**src/logic/pcfs_consts.svh**
```systemverilog
// Constants for the program counter fetch sequencer.
`ifndef PCFS_CONSTS_SVH
`define PCFS_CONSTS_SVH
`define PCFS_PC_RESET       16'h0000
`define PCFS_OP_JMP_ABS     8'h4C
`define PCFS_OP_JMP_IND     8'h6C
`define PCFS_OP_ABS3_MASK   8'h0C
`define PCFS_BRANCH_MASK    8'h1F
`define PCFS_BRANCH_CODE    8'h10
`define PCFS_COND_SEL_HI    7
`define PCFS_COND_SEL_LO    6
`define PCFS_COND_VAL_BIT   5
`define PCFS_SIGN_BIT       7
`endif

```
**src/logic/pcfs_pkg.sv**
```systemverilog
// Types for the program counter fetch sequencer.
package pcfs_pkg;
   typedef struct packed {
      logic       negative;
      logic       overflow;
      logic       zero;
      logic       carry;
   } pcfs_flags_type;

   typedef struct packed {
      logic [15:0] addr;
      logic        rd;
   } pcfs_bus_type;

   typedef enum logic [6:0] {
      PCFS_ST_OPCODE = 7'b000_0001,
      PCFS_ST_OPER1  = 7'b000_0010,
      PCFS_ST_OPER2  = 7'b000_0100,
      PCFS_ST_BRANCH = 7'b000_1000,
      PCFS_ST_IND_LO = 7'b001_0000,
      PCFS_ST_IND_HI = 7'b010_0000,
      PCFS_ST_OPER1S = 7'b100_0000
   } pcfs_state_type;

   typedef struct packed {
      pcfs_state_type state;
      logic [7:0]     counter_low_byte;
      logic [7:0]     counter_high_byte;
      logic [7:0]     operation_code_byte;
      logic [7:0]     operand_temp;
      logic [15:0]    indirect_ptr;
      pcfs_bus_type   bus;
      logic           opcode_strobe;
      logic [15:0]    operand_addr;
      logic           operand_valid;
   } pcfs_regs_type;
endpackage

```
**src/logic/pcfs_sequencer.sv**
```systemverilog
// Program counter and instruction fetch sequencer.
`timescale 1ns/1ns
`default_nettype none
`include "pcfs_consts.svh"

// Operation
// - Counter drives address for each fetch
// - Counter advances by one per sequential fetch
// - First byte decoded as the opcode
// - Absolute operand follows opcode via counter
// - Second fetch low, third fetch high
// - Three increments for three-byte non-jump instruction
// - Counter wraps from top to bottom
// - Jump loads low then high operand
// - Offsets relative to address after the offset byte
// - Low byte held until high arrives
// - Jump target addresses next opcode fetch
// - Jump alters only counter, no flags
// - Jump absolute or indirect by opcode
// - Jump always taken regardless of flags
// - Branch changes counter only on match
// - Untaken branch continues sequential fetch
// - Two byte halves form 16-bit counter
// - Offset added to next-instruction address
// - Offset is signed, bit seven backward
module pcfs_sequencer (
   input  wire logic                    clk_sys_i,
   input  wire logic                    sys_rst_i,
   input  wire logic                    run_i,
   input  wire logic [7:0]              mem_data_i,
   input  wire pcfs_pkg::pcfs_flags_type flags_i,
   output var  pcfs_pkg::pcfs_bus_type  mem_bus_o,
   output var  logic [15:0]             program_counter_o,
   output var  logic [7:0]              operation_code_byte_o,
   output var  logic                    opcode_strobe_o,
   output var  logic [15:0]             operand_addr_o,
   output var  logic                    operand_valid_o
);
   import pcfs_pkg::*;

   pcfs_regs_type r_reg;
   pcfs_regs_type r_next;

   // The counter halves carry into each other as one 16-bit word.
   function automatic logic [15:0] pc_of(input logic [7:0] hi, input logic [7:0] lo);
      pc_of = {hi, lo};
   endfunction

   function automatic logic [15:0] inc16(input logic [15:0] v);
      inc16 = 16'(v + 16'h0001);
   endfunction

   // Condition select bits pick the flag; the value bit gives the sense.
   function automatic logic cond_met(input logic [7:0] op, input pcfs_flags_type f);
      logic flag;
      flag = 1'b0;
      case (op[`PCFS_COND_SEL_HI:`PCFS_COND_SEL_LO])
         2'b00:   flag = f.negative;
         2'b01:   flag = f.overflow;
         2'b10:   flag = f.carry;
         default: flag = f.zero;
      endcase
      cond_met = (flag == op[`PCFS_COND_VAL_BIT]);
   endfunction

   logic [15:0] pc_now;
   logic [15:0] pc_inc;
   logic [15:0] branch_target;
   assign pc_now = pc_of(r_reg.counter_high_byte, r_reg.counter_low_byte);
   assign pc_inc = inc16(pc_now);
   // Sign-extend the offset and add to the address of the next opcode.
   assign branch_target = 16'(pc_inc + {{8{mem_data_i[`PCFS_SIGN_BIT]}}, mem_data_i});

   always_comb begin
      r_next = r_reg;
      r_next.opcode_strobe = 1'b0;
      r_next.operand_valid = 1'b0;
      r_next.bus.rd = 1'b0;
      if (run_i) begin
         // Each fetch presents the counter; sequential fetches then step it by one.
         r_next.bus.rd = 1'b1;
         case (r_reg.state)
            PCFS_ST_OPCODE: begin
               r_next.bus.addr = pc_now;
               r_next.operation_code_byte = mem_data_i;
               r_next.opcode_strobe = 1'b1;
               {r_next.counter_high_byte, r_next.counter_low_byte} = pc_inc;
               if ((mem_data_i & `PCFS_BRANCH_MASK) == `PCFS_BRANCH_CODE) begin
                  r_next.state = PCFS_ST_BRANCH;
               end else if ((mem_data_i & `PCFS_OP_ABS3_MASK) == `PCFS_OP_ABS3_MASK) begin
                  r_next.state = PCFS_ST_OPER1;
               end else begin
                  r_next.state = PCFS_ST_OPCODE;
               end
            end
            PCFS_ST_OPER1: begin
               r_next.bus.addr = pc_now;
               r_next.operand_temp = mem_data_i;
               {r_next.counter_high_byte, r_next.counter_low_byte} = pc_inc;
               r_next.state = PCFS_ST_OPER2;
            end
            PCFS_ST_OPER2: begin
               r_next.bus.addr = pc_now;
               if (r_reg.operation_code_byte == `PCFS_OP_JMP_ABS) begin
                  // Both halves load together; flags are never touched here.
                  r_next.counter_low_byte = r_reg.operand_temp;
                  r_next.counter_high_byte = mem_data_i;
                  r_next.state = PCFS_ST_OPCODE;
               end else if (r_reg.operation_code_byte == `PCFS_OP_JMP_IND) begin
                  r_next.indirect_ptr = {mem_data_i, r_reg.operand_temp};
                  // The pointer is parked in the counter so memory only ever follows one address.
                  {r_next.counter_high_byte, r_next.counter_low_byte} =
                     {mem_data_i, r_reg.operand_temp};
                  r_next.state = PCFS_ST_IND_LO;
               end else begin
                  r_next.operand_addr = {mem_data_i, r_reg.operand_temp};
                  r_next.operand_valid = 1'b1;
                  {r_next.counter_high_byte, r_next.counter_low_byte} = pc_inc;
                  r_next.state = PCFS_ST_OPCODE;
               end
            end
            PCFS_ST_IND_LO: begin
               r_next.bus.addr = pc_now;
               r_next.operand_temp = mem_data_i;
               r_next.indirect_ptr = inc16(r_reg.indirect_ptr);
               {r_next.counter_high_byte, r_next.counter_low_byte} = pc_inc;
               r_next.state = PCFS_ST_IND_HI;
            end
            PCFS_ST_IND_HI: begin
               r_next.bus.addr = pc_now;
               r_next.counter_low_byte = r_reg.operand_temp;
               r_next.counter_high_byte = mem_data_i;
               r_next.state = PCFS_ST_OPCODE;
            end
            PCFS_ST_BRANCH: begin
               r_next.bus.addr = pc_now;
               if (cond_met(r_reg.operation_code_byte, flags_i)) begin
                  {r_next.counter_high_byte, r_next.counter_low_byte} = branch_target;
               end else begin
                  {r_next.counter_high_byte, r_next.counter_low_byte} = pc_inc;
               end
               r_next.state = PCFS_ST_OPCODE;
            end
            default: begin
               r_next.state = PCFS_ST_OPCODE;
            end
         endcase
      end
   end

   always_ff @(posedge clk_sys_i) begin
      if (sys_rst_i) begin
         r_reg.state <= PCFS_ST_OPCODE;
         r_reg.counter_low_byte <= 8'(`PCFS_PC_RESET);
         r_reg.counter_high_byte <= 8'(`PCFS_PC_RESET >> 8);
         r_reg.operation_code_byte <= 8'h00;
         r_reg.operand_temp <= 8'h00;
         r_reg.indirect_ptr <= 16'h0000;
         r_reg.bus <= '0;
         r_reg.opcode_strobe <= 1'b0;
         r_reg.operand_addr <= 16'h0000;
         r_reg.operand_valid <= 1'b0;
      end else begin
         r_reg <= r_next;
      end
   end

   assign mem_bus_o = r_reg.bus;
   assign program_counter_o = pc_now;
   assign operation_code_byte_o = r_reg.operation_code_byte;
   assign opcode_strobe_o = r_reg.opcode_strobe;
   assign operand_addr_o = r_reg.operand_addr;
   assign operand_valid_o = r_reg.operand_valid;
endmodule
`default_nettype wire

```
**config.mk**
```make
export PLATFORM = sky130hd
export DESIGN_NAME = pcfs_sequencer
export DESIGN_NICKNAME = d
export VERILOG_FILES = /design/src/logic/pcfs_pkg.sv /design/src/logic/pcfs_sequencer.sv
export VERILOG_INCLUDE_DIRS = /design/src /design/src/logic
export SDC_FILE = /design/constraint.sdc
export NUM_CORES = 1
export LEC_CHECK = 0
export BUFFER_PORTS_ARGS = -buffer_cell sky130_fd_sc_hd__buf_4
export CORE_MARGIN = 2
export CORE_UTILIZATION = 50
export DETAILED_ROUTE_END_ITERATION = 8
export PLACE_DENSITY = 0.72
export SLEW_MARGIN = 15
export SYNTH_ARGS = -nofsm -noshare
export SYNTH_HDL_FRONTEND = slang
export SYNTH_SLANG_ARGS = --single-unit
```
**constraint.sdc**
```tcl
create_clock -name clk_sys_i -period 4 [get_ports clk_sys_i]
set_clock_uncertainty 0.2 [all_clocks]
set_input_delay 0.8 -clock clk_sys_i [delete_from_list [all_inputs] [get_ports clk_sys_i]]
set_output_delay 0.8 -clock clk_sys_i [all_outputs]
set_load 0.005 [all_outputs]
```
==> run metrics <==
TNS Setup 0 ns; Iter 0 DRT Violations 218; vias in the first global route about 3.8k; Syn-to-layout area delta 7.91%; Die H roughly 100 um; Mapped Nets slightly above 600; CTS H-tree lvls 3; share of cells above drive strength 1 19.8%; WP data required 4.05 ns; post-layout util 55.1%; CP max stage delay around 0.51 ns; CTS tree built; # setup viols final 0; crit-path max FO 8; 1st-pass router iterations 5; Reg clk slew, reported paths 0.09 ns; CTS Buffer Depth 2; Mapped Area 0.00470 mm2; Final Hold Fails 0; routability congestion estimate 0.986; I/O pins 74; largest net degree at the start of global routing 72; CTS Hold Buffers Added 0; clk sink count 73; Hold WC Path Type flip-flop to flip-flop; commonest register cell after synthesis dfxtp_1; WP data arrival between 3 and 4 ns; MaxCap Viol Count 0; Critical-path top delay cell dfxtp_1; peak supply drop 0.000202 V; detailed-route DRC error count 0; DRT antenna net count 0; top cells by area, synth dfxtp_1 31%, buf_4 9.3%, nand2_1 7.7%, a21oi_1 6.8%, ha_1 4.5%; most frequent cells in the layout 97 x nand2_1, 82 x buf_4, 73 x dfxtp_1; via count 4175; EDFF count, synth 0; Final HPWL DP around 8200 um; minimum clock period about 3.6 ns; vias per cell 5.91; nature of the critical path endpoint flip-flop; detailed-route wire length per cell between 15 and 20 um; initial antenna violation count 0; clk root buf clkbuf_8; Synth top area share 31.1%; post-synth cell types 67; most common cell after layout, fill and taps aside nand2_1; Final Max Slew Viols 0; gr ovfl total 0; first-pass GRT wire length 19100 um; max reg flops 17; Lkg Pwr between 0.002 and 0.0025 uW; Syn Area/Cell 8.02 um2; CTS buffer count 9; largest area contributor in the netlist dfxtp_1; fmax between 200 and 300 MHz; Antenna diodes 0; Syn Inst Count about 590; HP Start mem_bus_o[7]; Top cell by count, worst path and3_1; Critical Path Start program_counter_o[2]; Final Cycle Share 88.9%; pwr dens ~370 mW/mm2; RSZ-0062 raised after global routing false; num rows 35; Die Area about 0.010 mm2; relative slew slack 49.3%; status completed; worst skew pair latency 0.36 ns; postcts setup bufs 0; PortBufs 73; Die X roughly 100 um; register area share after synthesis 31.1%; Yosys Warn Count 0; total track usage between 20% and 30%; crit path launch type flip-flop; final wirelength 11700 um; worst slew pin tran 0.760 ns; WS Path Type flip-flop to flip-flop; Initial Utilization approximately half; async set-reset flop share out of synthesis 0%; RR Startpoint program_counter_o[2]; critical-path cell list and3_1 -> and3_1 -> nand2_1 -> xnor2_1 -> ha_1 -> o21ai_0 -> a21oi_1 -> nor4b_1 -> a311o_1 -> a211oi_1 -> nor4_1 -> a211o_1; Final #Nets 623; flops & latches, synth 73; PostCTS Resize Cnt 0; core area 0.00920 mm2
## logic make-up (layout without fill, tap and decap cells)
logic type / Yosys count / after routing / share of synthesized area (%)
AND/OR/NAND/NOR: 206 / 206 / 21.6
AO/OA/AOI/OAI: 149 / 149 / 20.7
buffers and inverters: 98 / 107 / 13.3
flip-flops: 73 / 73 / 31.1
XOR/XNOR: 31 / 31 / 5.78
adder cells (fa/ha/maj): 18 / 18 / 4.95
multiplexers: 11 / 11 / 2.66
## per-stage QoR
stage               setup WS, ns  instance area (um2)  hold WS [ns]  instances  total power [uW]
floorplan                  0.830                 4700         0.237        586              1150
global placement           0.612                 4860         0.241        690              1250
detailed placement         0.536                 4860         0.247        690              1250
CTS                        0.518                 5070         0.259        706              1870
global route               0.292                 5070         0.279        706              1960
finish                     0.443                 5070         0.257        706              1860
## power by group
group	leakage (uW)	internal, uW	switching, uW	total, uW
registers	0.000594	761	42.2	803
logic	0.00131	192	247	439
clock network	0.000103	300	321	621
## worst max-delay path: cells and delay by family, from the launching register on
family	cells	cell delay, ns
AOI/OAI and AO/OA	5	1.22
xor gates and xnor gates	1	0.22
adders and majority gates	1	0.34
DFF	1	0.51
and+or+nand+nor	5	0.96
## per-layer routing
layer / vias to the layer above / track usage, % / wire length (um)
met2: 155 / 36.0 / 5080
met1: 1957 / 32.8 / 5440
met5: - / 0 / 0
li1: 2038 / - / -
met3: 25 / 4.30 / 812
met4: 0 / 10.4 / 312
## final timing paths
kind	to	slack, ns	cells after the start
max	program_counter_o[15]	0.44	12
min	mem_bus_o[7]	0.26	2
max reg2reg	program_counter_o[15]	0.44	12
min reg2reg	mem_bus_o[7]	0.26	2
## cell usage after synthesis (4+ instances only)
cell type / number
a222oi_1: 4
o21ai_1: 4
xnor2_1: 16
mux2i_1: 8
nor2_1: 41
dfxtp_1: 73
a31oi_1: 5
a21oi_1: 64
nand2_1: 97
and3_1: 5
o211ai_1: 5
a211oi_1: 5
o21ai_0: 22
nand4_1: 6
inv_1: 9
buf_4: 58
a221o_1: 4
nor3_1: 11
or3_1: 4
nand3_1: 9
a221oi_1: 7
ha_1: 17
a21o_1: 7
xor2_1: 15
nor4_1: 4
buf_2: 12
clkbuf_1: 13
## final cells by class
| class | count | area [um2] |
|---|---|---|
| fill | 871 | 4130 |
| multi-input combinational | 415 | 2610 |
| sequential | 73 | 1460 |
| timing repair buffer | 82 | 616 |
| tap | 111 | 139 |
| clock buffer | 9 | 124 |
| clock inverter | 7 | 83.8 |
| inverter | 9 | 33.8 |
Note: power is estimated with default switching activity, not from simulation.
